### src/hw/spcru_map.vh
// Function
// - Power resets leave monitor on and selected
// - Low supply drives pin and holds core
// - Power-fail reset sets flag, RAM invalid
// - Only power resets change monitor state
// - Sleep suppresses power-fail reset generation
// - Monitor settings hold through sleep, waking needs no restore
// - Warning bit clears at threshold, interrupt
// - Flash write with monitor off resets
// - No power-on delay after monitor reset
// - Bit 7 monitor on, resets to one
// - Bits 6 and 5 show comparisons
// - Bits 4:0 read zero, writes ignored
// - Low pin resets, also in sleep
// - Pin reset sets cause bit zero
// - Stalled clock past timeout causes reset
// - Bit 2 reads one after clock loss
// - Writing bit 2 enables clock detector
// - Low power gates detector, keeps enable
// - Clock loss reset leaves pin alone
// - Bit 1 is power flag and select
`ifndef SPCRU_MAP_VH
`define SPCRU_MAP_VH

// Register addresses
`define SPCRU_ADDR_MON_CTRL    8'hff
`define SPCRU_ADDR_RST_CAUSE   8'hef

// Monitor control fields
`define SPCRU_MON_ON_BIT       7
`define SPCRU_ABOVE_RST_BIT    6
`define SPCRU_EARLY_WARN_BIT   5

// Reset cause fields
`define SPCRU_PIN_FLAG_BIT     0
`define SPCRU_PWR_FLAG_BIT     1
`define SPCRU_CLK_LOSS_BIT     2
`define SPCRU_SOFT_BIT         4
`define SPCRU_FLASH_ERR_BIT    6

// Reset values
`define SPCRU_MON_ON_RST       1'b1
`define SPCRU_PWR_SEL_RST      1'b1
`define SPCRU_CLK_LOSS_EN_RST  1'b0

// Timing
`define SPCRU_CLK_PERIOD_NS    8
`define SPCRU_CLK_LOSS_NS      100000
`define SPCRU_CLK_LOSS_CYC     ((`SPCRU_CLK_LOSS_NS + `SPCRU_CLK_PERIOD_NS - 1) / `SPCRU_CLK_PERIOD_NS)
`define SPCRU_POR_DLY_CYC      16
`define SPCRU_MIN_HOLD_CYC     8

`endif

### src/hw/spcru_top.v
`timescale 1ns/100ps
`default_nettype none
`include "spcru_map.vh"

module spcru_top #(
  parameter CLK_LOSS_CYC = `SPCRU_CLK_LOSS_CYC, // Stall timeout in cycles
  parameter POR_DLY_CYC  = `SPCRU_POR_DLY_CYC,  // Power-on release delay
  parameter MIN_HOLD_CYC = `SPCRU_MIN_HOLD_CYC, // Least reset length
  parameter CNT_W        = 16                   // Counter width
) (
  input  wire       i_clk,            // System clock
  input  wire       i_nrst,           // Power-on reset, active low
  input  wire [7:0] i_sfr_addr,       // Register address
  input  wire       i_sfr_wr,         // Register write strobe
  input  wire [7:0] i_sfr_wdata,      // Register write data
  output wire [7:0] o_sfr_rdata,      // Register read data
  input  wire       i_cmp_above_rst,  // Supply above reset level
  input  wire       i_cmp_above_warn, // Supply above warning level
  input  wire       i_rst_pin_n,      // Reset pin level, low active
  input  wire       i_sysclk_mon,     // Watched system clock
  input  wire       i_sleep,          // Sleep mode
  input  wire       i_suspend,        // Suspend mode
  input  wire       i_flash_wr,       // Flash write or erase try
  output wire       o_rst_pin_out,    // Pin drive level
  output wire       o_rst_pin_oe,     // Pin drive enable
  output wire       o_core_rst,       // Core held in reset
  output wire       o_mon_on,         // Supply monitor switched on
  output wire       o_warn_irq,       // Early warning event pulse
  output wire       o_ram_invalid     // RAM contents not trusted
);

  // Sequencer states
  localparam ST_POR  = 2'd0;
  localparam ST_RUN  = 2'd1;
  localparam ST_HOLD = 2'd2;

  // Reset causes
  localparam C_PWR = 3'd0;
  localparam C_PIN = 3'd1;
  localparam C_CLK = 3'd2;
  localparam C_FLS = 3'd3;
  localparam C_SW  = 3'd4;

  reg  [1:0]       state_reg;        // Sequencer state
  reg  [1:0]       state_next;
  reg  [2:0]       cause_reg;        // Cause of current reset
  reg  [2:0]       cause_next;
  reg  [CNT_W-1:0] hold_cnt_reg;     // Reset length counter
  reg  [CNT_W-1:0] hold_cnt_next;
  reg  [CNT_W-1:0] stall_cnt_reg;    // Cycles since clock edge
  reg              mon_on_reg;       // Monitor switched on
  reg              pwr_sel_reg;      // Monitor selected as source
  reg              clk_en_reg;       // Clock loss detector enable
  reg              soft_req_reg;     // Software reset request
  reg              fls_req_reg;      // Flash error request
  reg              pin_flag_reg;     // Cause flags
  reg              pwr_flag_reg;
  reg              clk_flag_reg;
  reg              sw_flag_reg;
  reg              fls_flag_reg;
  reg  [1:0]       above_rst_sync;   // Comparator synchronisers
  reg  [1:0]       above_warn_sync;
  reg  [1:0]       pin_sync;         // Pin synchroniser
  reg  [2:0]       mon_sync;         // Watched clock, last is history
  reg  [2:0]       drive_dly_reg;    // Own pin drive, delayed
  reg              warn_d_reg;       // Warning level, last cycle
  reg              irq_reg;          // Early warning pulse
  reg              core_rst_reg;     // Core reset output
  reg              pin_oe_reg;       // Pin drive output
  reg  [7:0]       rdata_reg;        // Read data output

  wire above_rst  = above_rst_sync[1];
  wire above_warn = above_warn_sync[1];
  wire pin_low    = ~pin_sync[1];
  wire low_power  = i_sleep | i_suspend;

  // Address decode, shared by write strobe and read mux
  function hit_mon;
    input [7:0] addr;
    hit_mon = (addr == `SPCRU_ADDR_MON_CTRL);
  endfunction

  // Same for the reset cause register
  function hit_rc;
    input [7:0] addr;
    hit_rc = (addr == `SPCRU_ADDR_RST_CAUSE);
  endfunction

  // Comparator and pin synchronisers
  always @(posedge i_clk or negedge i_nrst) begin
    if (!i_nrst) begin
      // Idle levels: supply good, pin released, no false edge
      above_rst_sync  <= 2'h3;
      above_warn_sync <= 2'h3;
      pin_sync        <= 2'h3;
      mon_sync        <= 3'h0;
    end else begin
      // Pins are asynchronous; two flops before any use
      above_rst_sync  <= {above_rst_sync[0], i_cmp_above_rst};
      above_warn_sync <= {above_warn_sync[0], i_cmp_above_warn};
      pin_sync        <= {pin_sync[0], i_rst_pin_n};
      // Watched clock keeps a third flop as edge history
      mon_sync        <= {mon_sync[1:0], i_sysclk_mon};
    end
  end

  // Supply reset only when on, selected and awake
  // Sleep drops this source but keeps RAM; suspend does not
  wire pwr_src = mon_on_reg & pwr_sel_reg & ~above_rst
                 & ~i_sleep;

  // Our own drive loops back through the sync; mask it out
  // Limitation: an outside pulse inside the mask window is lost
  wire pin_src = pin_low & ~pin_oe_reg
                 & ~(|drive_dly_reg);

  // Stall detector gated in low power, enable kept
  // Edges are seen on the synced copy, a few cycles late
  wire clk_act  = clk_en_reg & ~low_power;
  wire clk_edge = mon_sync[2] ^ mon_sync[1];
  wire clk_src  = clk_act &
                  (stall_cnt_reg >= CLK_LOSS_CYC[CNT_W-1:0]);

  // Stall counter
  always @(posedge i_clk or negedge i_nrst) begin
    if (!i_nrst) begin
      stall_cnt_reg <= {CNT_W{1'b0}};
    end else if (!clk_act || clk_edge || state_reg != ST_RUN) begin
      // Any edge, gate or reset in progress restarts the count
      stall_cnt_reg <= {CNT_W{1'b0}};
    end else if (!clk_src) begin
      // Stops at the timeout so the count cannot wrap
      stall_cnt_reg <= stall_cnt_reg + 1'b1;
    end
  end

  // Register write decode
  // Writes while in reset are dropped, not queued
  wire wr_ok  = i_sfr_wr & (state_reg == ST_RUN);
  wire wr_mon = wr_ok & hit_mon(i_sfr_addr);
  wire wr_rc  = wr_ok & hit_rc(i_sfr_addr);

  // Sequencer next state
  always @* begin
    state_next    = state_reg;
    cause_next    = cause_reg;
    hold_cnt_next = hold_cnt_reg;
    case (state_reg)
      ST_POR: begin
        // Power-on release delay
        // Pin stays pulled and core held meanwhile
        if (hold_cnt_reg >= POR_DLY_CYC[CNT_W-1:0]) begin
          state_next    = ST_RUN;
          hold_cnt_next = {CNT_W{1'b0}};
        end else begin
          hold_cnt_next = hold_cnt_reg + 1'b1;
        end
      end
      ST_RUN: begin
        hold_cnt_next = {CNT_W{1'b0}};
        // Priority: supply, pin, clock, flash, software
        if (pwr_src) begin
          // Supply below reset level
          state_next = ST_HOLD;
          cause_next = C_PWR;
        end else if (pin_src) begin
          // Outside circuit pulls the pin
          state_next = ST_HOLD;
          cause_next = C_PIN;
        end else if (clk_src) begin
          // Watched clock stalled
          state_next = ST_HOLD;
          cause_next = C_CLK;
        end else if (fls_req_reg) begin
          // Flash touched with monitor off
          state_next = ST_HOLD;
          cause_next = C_FLS;
        end else if (soft_req_reg) begin
          // Software asked for a reset
          state_next = ST_HOLD;
          cause_next = C_SW;
        end
      end
      ST_HOLD: begin
        // Minimum hold first, then wait for the source to clear
        if (hold_cnt_reg < MIN_HOLD_CYC[CNT_W-1:0]) begin
          hold_cnt_next = hold_cnt_reg + 1'b1;
        end else if (cause_reg == C_PWR) begin
          // Release once supply back; no extra delay
          if (above_rst) begin
            state_next = ST_RUN;
          end
        end else if (cause_reg == C_PIN) begin
          // Held for as long as the pin stays low
          if (!pin_low) begin
            state_next = ST_RUN;
          end
        end else begin
          // Clock, flash and software sources need no wait
          state_next = ST_RUN;
        end
      end
      default: begin
        // Unused code, fall back to power-on
        state_next = ST_POR;
      end
    endcase
  end

  // Exit strobes for the flag and setting updates
  wire leaving = (state_reg == ST_HOLD) && (state_next == ST_RUN);
  wire por_out = (state_reg == ST_POR) && (state_next == ST_RUN);

  // Sequencer registers
  always @(posedge i_clk or negedge i_nrst) begin
    if (!i_nrst) begin
      // Power-on starts the release delay
      state_reg    <= ST_POR;
      cause_reg    <= C_PWR;
      hold_cnt_reg <= {CNT_W{1'b0}};
    end else begin
      state_reg    <= state_next;
      cause_reg    <= cause_next;
      hold_cnt_reg <= hold_cnt_next;
    end
  end

  // Monitor on, select, detector enable, requests
  always @(posedge i_clk or negedge i_nrst) begin
    if (!i_nrst) begin
      // Power-on: monitor on and selected, detector off
      mon_on_reg   <= `SPCRU_MON_ON_RST;
      pwr_sel_reg  <= `SPCRU_PWR_SEL_RST;
      clk_en_reg   <= `SPCRU_CLK_LOSS_EN_RST;
      soft_req_reg <= 1'b0;
      fls_req_reg  <= 1'b0;
    end else begin
      if (leaving && cause_reg == C_PWR) begin
        // Only power resets touch these two
        mon_on_reg  <= 1'b1;
        pwr_sel_reg <= 1'b1;
      end else if (wr_mon) begin
        // Settings hold through sleep, so waking needs no restore
        mon_on_reg  <= i_sfr_wdata[`SPCRU_MON_ON_BIT];
      end else if (wr_rc) begin
        // Select bit shares its place with the power flag
        pwr_sel_reg <= i_sfr_wdata[`SPCRU_PWR_FLAG_BIT];
      end
      // Detector enable kept over every reset but power-on
      if (wr_rc) begin
        clk_en_reg <= i_sfr_wdata[`SPCRU_CLK_LOSS_BIT];
      end
      // Requests live until the sequencer takes them
      if (state_reg == ST_HOLD) begin
        soft_req_reg <= 1'b0;
        fls_req_reg  <= 1'b0;
      end else begin
        if (wr_rc && i_sfr_wdata[`SPCRU_SOFT_BIT]) begin
          soft_req_reg <= 1'b1;
        end
        if (i_flash_wr && !mon_on_reg && state_reg == ST_RUN) begin
          fls_req_reg <= 1'b1;
        end
      end
    end
  end

  // Cause flags, written on the way out of reset
  always @(posedge i_clk or negedge i_nrst) begin
    if (!i_nrst) begin
      // Power flag stands from the start
      pin_flag_reg <= 1'b0;
      pwr_flag_reg <= 1'b1;
      clk_flag_reg <= 1'b0;
      sw_flag_reg  <= 1'b0;
      fls_flag_reg <= 1'b0;
    end else if (por_out) begin
      // Power-on: only the power flag is set
      pwr_flag_reg <= 1'b1;
      pin_flag_reg <= 1'b0;
      clk_flag_reg <= 1'b0;
      sw_flag_reg  <= 1'b0;
      fls_flag_reg <= 1'b0;
    end else if (leaving) begin
      // Exactly one flag, for the source just left
      pwr_flag_reg <= (cause_reg == C_PWR);
      pin_flag_reg <= (cause_reg == C_PIN);
      clk_flag_reg <= (cause_reg == C_CLK);
      sw_flag_reg  <= (cause_reg == C_SW);
      fls_flag_reg <= (cause_reg == C_FLS);
    end
  end

  // Outputs: core reset, pin drive, warning pulse
  always @(posedge i_clk or negedge i_nrst) begin
    if (!i_nrst) begin
      // Power-on holds the core and pulls the pin
      core_rst_reg  <= 1'b1;
      pin_oe_reg    <= 1'b1;
      drive_dly_reg <= 3'h7;
      warn_d_reg    <= 1'b1;
      irq_reg       <= 1'b0;
    end else begin
      // Taken from next state so the output is not a cycle late
      core_rst_reg  <= (state_next != ST_RUN);
      // Pin pulled only by power-on and supply resets
      pin_oe_reg    <= (state_next == ST_POR) ||
                       (state_next == ST_HOLD && cause_next == C_PWR);
      // History of our own drive, for the pin mask
      drive_dly_reg <= {drive_dly_reg[1:0], pin_oe_reg};
      // Fall of the synced warning level gives one pulse
      warn_d_reg    <= above_warn;
      irq_reg       <= warn_d_reg & ~above_warn;
    end
  end

  // Read mux, one cycle latency; unmapped reads zero
  always @(posedge i_clk or negedge i_nrst) begin
    if (!i_nrst) begin
      rdata_reg <= 8'h00;
    end else if (hit_mon(i_sfr_addr)) begin
      // Low five bits always zero
      rdata_reg <= {mon_on_reg, above_rst, above_warn,
                    5'h00};
    end else if (hit_rc(i_sfr_addr)) begin
      // Flags only; enables are not shown here
      rdata_reg <= {1'b0, fls_flag_reg, 1'b0, sw_flag_reg, 1'b0,
                    clk_flag_reg, pwr_flag_reg, pin_flag_reg};
    end else begin
      rdata_reg <= 8'h00;
    end
  end

  // Every output but the fixed pin level comes from a flop
  assign o_sfr_rdata   = rdata_reg;
  assign o_rst_pin_out = 1'b0;          // Open drain, only ever low
  assign o_rst_pin_oe  = pin_oe_reg;
  assign o_core_rst    = core_rst_reg;
  assign o_mon_on      = mon_on_reg;
  assign o_warn_irq    = irq_reg;
  assign o_ram_invalid = pwr_flag_reg;

endmodule

`default_nettype wire

### config.mk
export PLATFORM = sky130hd
export DESIGN_NAME = spcru_top
export DESIGN_NICKNAME = d
export VERILOG_FILES = /design/src/hw/spcru_top.v
export VERILOG_INCLUDE_DIRS = /design/src /design/src/hw
export SDC_FILE = /design/constraint.sdc
export NUM_CORES = 1
export LEC_CHECK = 0
export ABC_AREA = 0
export BUFFER_PORTS_ARGS = -buffer_cell sky130_fd_sc_hd__buf_4
export CELL_PAD_IN_SITES_DETAIL_PLACEMENT = 1
export CELL_PAD_IN_SITES_GLOBAL_PLACEMENT = 2
export CORE_UTILIZATION = 37
export DETAILED_ROUTE_END_ITERATION = 16
export GPL_TIMING_DRIVEN = 0
export MAX_ROUTING_LAYER = met4
export PLACE_DENSITY = 0.9
export SLEW_MARGIN = 40
export SYNTH_ARGS = -nofsm -noshare
export SYNTH_HDL_FRONTEND = slang
export SYNTH_SLANG_ARGS = --single-unit
### constraint.sdc
create_clock -name i_clk -period 3.15 [get_ports i_clk]
set_clock_uncertainty 0.2 [all_clocks]
set_input_delay 0.945 -clock i_clk [delete_from_list [all_inputs] [get_ports i_clk]]
set_output_delay 0.945 -clock i_clk [all_outputs]
set_load 0.02 [all_outputs]
==> results by group, run 1 <==
CTS
  • CTS resizes: 0
  • Worst skew pair latency: approximately 340 ps
  • Worst-path clk slew: approximately 80 ps
  • Hold buffer count at CTS: 0
  • CTS Buf Count: 9
  • TritonCTS clock tree: yes
  • Clock Tree Root: clkbuf_8
  • CTS Buffer Depth: 2
  • H-Tree Level Count: 3
  • Post-CTS setup buffer count: 0
  • CTS sink cnt: 70

STA
  • Crit share post-route: about nine tenths
  • Final hold violations: 0
  • # setup viols final: 0
  • RSZ-0062 raised after global routing: false
  • Slew headroom: between 50% and 60%
  • Fin. max-slew vios: 0
  • Slew @ Worst Pin: ~630 ps
  • Post-layout min period: around 2900 ps
  • Fmax: between 300 and 400 MHz

Place
  • # placed instances: between 400 and 500
  • Gpl congestion: 0.754
  • Buffers added on ports: 33
  • Placed wire-length estimate: approximately 5200 um

Layout
  • Layout cell share with drive strength beyond 1: between 20% and 30%
  • Layout Utilization: about 46%
  • Layout Cells excl Fill: ~470
  • P&R area growth vs syn: 17.6%
  • Ant diodes: 0
  • Post-layout nets: a little under 400
  • Fill count: 939

Floorplan
  • Die area: between 9000 and 10000 um^2
  • Core Area: between 8000 and 9000 um^2
  • I/O pins: 40
  • Die Span Y: 95.5 um
  • Die width: between 90 and 100 um
  • Num rows: 33
  • Initial Util: a little under 40%

Synth
  • Synth Flop Type: dfrtp_1
  • Post-Syn Area: roughly 3200 um^2
  • Flops & latches, synth: 70
  • Area contributors post-synth: dfrtp_1 (43%), dfstp_2 (12%), nor2_1 (5.1%)
  • Post-synth top area share: between 40% and 50%
  • Yosys warnings: 0
  • Synth Instances: about 310
  • Top cell type by total area after synthesis: dfrtp_1
  • Ys async rst share: 100%
  • Syn Area/Cell: roughly 10 um^2
  • Sequential fraction of the synthesis area: a little over half
  • Yosys cell types: 54
  • Post-synth EDFFs: 0

Drt
  • Drt pass-1 iters: 6
  • Post-DRT Antenna Nets: 0
  • Via count: between 2000 and 2500
  • Starting DRT DRC Count: 64
  • Drt via density: between 5 and 6
  • Wire per inst: approximately 15 um
  • Final wirelength: between 7000 and 8000 um
  • DR DRC count: 0

Critical path
  • CP arrival: roughly 2900 ps
  • CP endpoint kind: flop
  • Worst-path fanout max: 10
  • Worst r2r path cells: 7
  • WS Path Type: in2reg
  • Setup crit start kind: input pin
  • Req. time, crit path: ~3200 ps

Global routing
  • Vias in the first global route: roughly 2400
  • Antenna violations before repair: 0
  • Largest net degree at the start of global routing: 71
  • All-Layer GR Usage: 17.9%
  • First-pass GRT wire length: ~12000 um
  • Aggregate global routing overflow: 0

Power
  • Max VDD drop: 0.282 mV
  • Pleak: approximately 1.7 nW
  • PwrDens: around 630 nW/um^2

Min path
  • Worst Hold Class: reg2reg
  • Hold depth: 0

Job
  • Maxcap violations: 0

Outcome
  • Outcome: completed
final timing paths:
path / start / endpoint / slack (ps)
worst max-delay path: i_suspend / clk_flag_reg$_DFFE_PN0P_ / 280
worst max register to register: stall_cnt_reg[11]$_DFFE_PN0P_ / fls_flag_reg$_DFFE_PN0P_ / 340
min in group asynchronous: i_nrst / stall_cnt_reg[7]$_DFFE_PN0P_ / 400
max in group asynchronous: i_nrst / mon_sync[1]$_DFF_PN0_ / 1900
worst min register to register: mon_sync[0]$_DFF_PN0_ / mon_sync[1]$_DFF_PN0_ / 150
worst min-delay path: mon_sync[0]$_DFF_PN0_ / mon_sync[1]$_DFF_PN0_ / 150
power by group:
part	total [W]	internal [W]	switching, W
sequential	0.00112	0.00103	0.0000907
combinational	0.000624	0.000241	0.000383
clock	0.000646	0.000286	0.000359
total	0.00239	0.00155	0.000834
synthesized netlist by cell type (all sizes together), types with 2 or more instances:
library cell,instances
o211ai,4
o31ai,3
a211o,2
xor2,5
a2111o,2
buf,5
clkbuf,5
nand4b,2
o211a,2
and2,5
inv,21
nand2,14
dfrtp,55
dfstp,15
nor4,5
or2,2
and3,8
nor3,7
ha,8
o21ai,11
mux2i,4
nand2b,4
a31oi,9
nand3,11
o2bb2ai,2
xnor2,7
nand4,7
or3,3
o21a,2
or4,2
a21oi,20
nor2,44
and4,2
cell type report:
| class | count | area [um^2] | area share, % |
|---|---|---|---|
| plain buffers | 10 | 67.6 | 1.78 |
| clock buffers | 9 | 124 | 3.26 |
| repair buffers | 33 | 251 | 6.62 |
| well taps | 105 | 131 | 3.46 |
| multi-input cells | 212 | 1330 | 34.9 |
| inverters | 21 | 78.8 | 2.07 |
| clock inverters | 7 | 51.3 | 1.35 |
| flip-flops and latches | 70 | 1770 | 46.6 |
layout by cell type (no fill, tap or decap), drive strengths merged, types with 4 or more instances in the layout:
cell	instances
nand4	7
dfrtp	55
dfstp	15
xnor2	7
xor2	5
nand2	14
nor2	44
and3	8
buf	38
a31oi	9
nor4	5
clkbuf	14
nor3	7
and2	5
clkinv	5
o211ai	4
nand3	11
a21oi	20
nand2b	4
ha	8
o21ai	11
inv	21
mux2i	4
critical path, cell delays in order:
cell      delay [ps]
buf_4            110
nor3b_1          380
a21boi_2         430
a2111o_1         250
o211a_1          180
buf_6            130
or2_0            110
clkbuf_1         210
o211ai_1         120
routing by layer:
layer  vias to the layer above  part of all wire, %  track usage [%]
met5                         -                    0                -
met4                         0                 0.87             4.85
met3                         5                  4.6             5.34
met2                        48                   47             26.7
met1                      1189                   48             23.5
li1                       1179                    -                -
logic make-up (layout without fill, tap and decap cells):
| logic type | after synthesis | in the layout | synth area share [%] |
|---|---|---|---|
| AO/OA/AOI/OAI | 63 | 63 | 12.9 |
| XOR/XNOR | 12 | 12 | 3.25 |
| adder cells (fa/ha/maj) | 8 | 8 | 3.10 |
| buffers and inverters | 31 | 80 | 4.53 |
| flip-flops | 70 | 70 | 54.8 |
| multiplexers | 5 | 5 | 1.59 |
| other | 1 | 2 | 0.116 |
| AND/OR/NAND/NOR | 122 | 122 | 19.7 |
stage by stage:
stage	hold WS (ps)	setup slack (ps)	power [W]	setup TNS [ps]	instance area (um^2)
finish	152	277	0.00239	0	3800
global route	159	163	0.00256	0	3800
CTS	154	280	0.00241	0	3800
detailed placement	137	-77.0	0.00176	-132	3620
global placement	140	19.1	0.00173	0	3610
floorplan	131	370	0.00155	0	3240
Power figures use the tool's default switching activity.
==> run 2, diff against run 1 <==
--- a/config.mk
+++ b/config.mk
@@ -10,12 +10,14 @@
 export BUFFER_PORTS_ARGS = -buffer_cell sky130_fd_sc_hd__buf_4
 export CELL_PAD_IN_SITES_DETAIL_PLACEMENT = 1
 export CELL_PAD_IN_SITES_GLOBAL_PLACEMENT = 2
-export CORE_UTILIZATION = 37
+export CORE_UTILIZATION = 39
+export CTS_BUF_LIST = sky130_fd_sc_hd__clkbuf_4 sky130_fd_sc_hd__clkbuf_8
 export DETAILED_ROUTE_END_ITERATION = 16
 export GPL_TIMING_DRIVEN = 0
 export MAX_ROUTING_LAYER = met4
-export PLACE_DENSITY = 0.9
+export PLACE_DENSITY = 0.93
 export SLEW_MARGIN = 40
 export SYNTH_ARGS = -nofsm -noshare
 export SYNTH_HDL_FRONTEND = slang
 export SYNTH_SLANG_ARGS = --single-unit
+export TNS_END_PERCENT = 10
==> run 2 against run 1 <==
Clock power increased by 26%. Highest routed layer unchanged. Core utilization increased by 3.2 points. Setup slack got worse by 12 ps. Sequential power about the same. Largest cell class unchanged. Die area decreased by 5.0%. Wire length increased by 2.8%.
==> results by group, run 2 (same netlist as run 1, synthesis figures left out) <==
STA
  • Fmax: 347 MHz (-0.40%)
  • Final hold violations: 0 (unchanged)
  • RSZ-0062 raised after global routing: false
  • # setup viols final: 0 (unchanged)
  • Post-layout min period: 2890 ps (+11.5 ps)
  • Slew @ Worst Pin: 634 ps (+1.19 ps)
  • Fin. max-slew vios: 0 (unchanged)
  • Slew headroom: 57.7% (-0.080 points)
  • Crit share post-route: 91.6% (+0.37 points)
  • Fin Hold WS: 151 ps (-1.51 ps)

CTS
  • Worst-path clk slew: 80 ps (about the same)
  • Post-CTS setup buffer count: 0 (unchanged)
  • H-Tree Level Count: 3 (unchanged)
  • Worst skew pair latency: 340 ps (about the same)
  • CTS Buf Count: 9 (unchanged)
  • Clock Tree Root: clkbuf_8
  • CTS Buffer Depth: 2 (unchanged)
  • Hold buffer count at CTS: 0 (unchanged)
  • CTS resizes: 0 (unchanged)
  • CTS sink cnt: 70 (unchanged)
  • TritonCTS clock tree: yes

Power
  • Pleak: 1.71 nW (+1.2%)
  • PwrDens: 666 nW/um^2 (+5.9%)
  • Reg power frac: 43.7% (-3.1 points)
  • Sw power: 0.000841 W (+0.94%)
  • Max VDD drop: 0.253 mV (-10%)
  • Switching Share: 32.9% (-2.0 points)
  • Total internal power: 0.00172 W (+10%)
  • Combinational Power Share: 24.6% (-1.5 points)
  • Clock share of power: 31.7% (+4.7 points)

Layout
  • Sequential cell area: 1770 um^2 (unchanged)
  • Layout Utilization: 48.7% (+3.2 points)
  • Commonest non-fill, non-tap cell in the layout: dfrtp_1
  • Ant diodes: 0 (unchanged)
  • Post-layout nets: 391 (unchanged)
  • P&R area growth vs syn: 18.9%
  • Layout cell share with drive strength beyond 1: 22.1% (unchanged)
  • Area of the multi-input gates: 1330 um^2 (unchanged)
  • Commonest non-fill, non-tap cells in the layout: dfrtp_1 (55), nor2_1 (44), buf_4 (34), inv_1 (21), a21oi_1 (20)
  • Fill count: 882 (-6.1%)

Global routing
  • Met2 Use GR: 30.7% (+4.0 points)
  • Antenna violations before repair: 0 (unchanged)
  • All-Layer GR Usage: 19.3% (+1.4 points)
  • M1 GR Usage: 24.4% (+0.87 points)
  • Aggregate global routing overflow: 0 (unchanged)
  • First-pass GRT wire length: 12500 um (+5.0%)
  • Met3 GRT Util: 4.31% (-1.0 points)
  • Vias in the first global route: 2597 (+8.9%)
  • Largest net degree at the start of global routing: 71 (unchanged)
  • Grt peak-use layer: met2

Critical path
  • CP endpoint kind: flop
  • CP max-delay cell: a21boi_2
  • WS Path Type: in2reg
  • CP Cell Sequence: buf_4 -> nor3b_1 -> a21boi_2 -> a2111o_1 -> o211a_1 -> buf_6 -> or2_0 -> clkbuf_1 -> o211ai_1
  • Req. time, crit path: 3170 ps (about the same)
  • CP arrival: 2900 ps (about the same)
  • Worst-path fanout max: 10 (unchanged)
  • Crit path max-delay family: compound AO/OA/AOI/OAI gates
  • Slowest Stage Delay on Critical Path: 420 ps (about the same)
  • Critical path buffers and inverters: 3 (unchanged)
  • Setup crit start kind: input pin

Floorplan
  • Core Area: 7890 um^2 (-5.4%)
  • Initial Util: 41.0% (+2.2 points)
  • I/O pins: 40 (unchanged)
  • Die area: 8650 um^2 (-5.0%)
  • Die width: 93.0 um (-2.5%)
  • Num rows: 32 (-3.0%)
  • Die Span Y: 93.0 um (-2.5%)

Drt
  • Drt via density: 5.36 (+3.4%)
  • Final wirelength: 7440 um (+2.8%)
  • DR DRC count: 0 (unchanged)
  • Via count: 2488 (+2.8%)
  • Post-DRT Antenna Nets: 0 (unchanged)
  • Drt pass-1 iters: 4 (-2)
  • Wire per inst: 16.0 um (+3.5%)
  • Starting DRT DRC Count: 90 (+41%)

Min path
  • Worst Hold Class: reg2reg

Outcome
  • Outcome: completed

Job
  • Maxcap violations: 0 (unchanged)

Place
  • Placed wire-length estimate: 5460 um (+5.1%)
  • Gpl congestion: 0.774 (+2.6%)
  • Buffers added on ports: 33 (unchanged)
[run 2: metrics by stage]
stage | power [W] | TNS [ps] | worst slack, ps | std cells | area [um^2]
after detailed placement | 0.00177 | -49.4 | -40.7 | 448 | 3620
after global routing | 0.00272 | 0 | 149 | 464 | 3840
after floorplan | 0.00155 | 0 | 370 | 313 | 3240
after CTS | 0.00259 | 0 | 322 | 464 | 3840
final | 0.00256 | 0 | 265 | 464 | 3840
after global placement | 0.00173 | 0 | 22.9 | 448 | 3610
[run 2: layer usage]
| layer | share of wire [%] | vias to the layer above |
|---|---|---|
| met4 | 0.93 | 0 |
| met5 | 0 | - |
| met3 | 3.4 | 7 |
| met2 | 49 | 49 |
| li1 | - | 1179 |
| met1 | 47 | 1253 |
[run 2: worst paths after layout]
path | slack (ps) | cells past startpoint | end | from
max | 260 | 9 | clk_flag_reg$_DFFE_PN0P_ | i_suspend
min | 150 | 0 | mon_sync[1]$_DFF_PN0_ | mon_sync[0]$_DFF_PN0_
max reg2reg | 340 | 8 | o_ram_invalid$_DFFE_PN1P_ | stall_cnt_reg[11]$_DFFE_PN0P_
min reg2reg | 150 | 0 | mon_sync[1]$_DFF_PN0_ | mon_sync[0]$_DFF_PN0_
max in group asynchronous | 1910 | 1 | hold_cnt_reg[13]$_DFFE_PN0P_ | i_nrst
min in group asynchronous | 380 | 1 | stall_cnt_reg[6]$_DFFE_PN0P_ | i_nrst
[run 2: layout make-up]
cell class,count,area share (%)
clock buffers,9,3.22
flip-flops and latches,70,46.1
plain buffers,10,1.76
inverters,21,2.05
clock inverters,7,2.54
repair buffers,33,6.55
multi-input cells,212,34.5
well taps,102,3.32
[run 2: power by group through the flow]
stage          Clock [W]  Sequential (W)  Combinational [W]
3_3_place_gp           0         0.00113           0.000604
3_5_place_dp           0         0.00114           0.000633
5_1_grt         0.000873         0.00114           0.000711
4_1_cts         0.000834         0.00112           0.000635
2_1_floorplan          0         0.00113           0.000422
6_report        0.000811         0.00112           0.000629
[run 2: worst reg2reg max path: cells and delay by family, from the launching register on]
| family | cells | cell delay [ps] |
|---|---|---|
| AO/OA/AOI/OAI | 4 | 1270 |
| AND/OR/NAND/NOR | 2 | 500 |
| flip-flops | 1 | 470 |
| buffers and inverters | 2 | 300 |
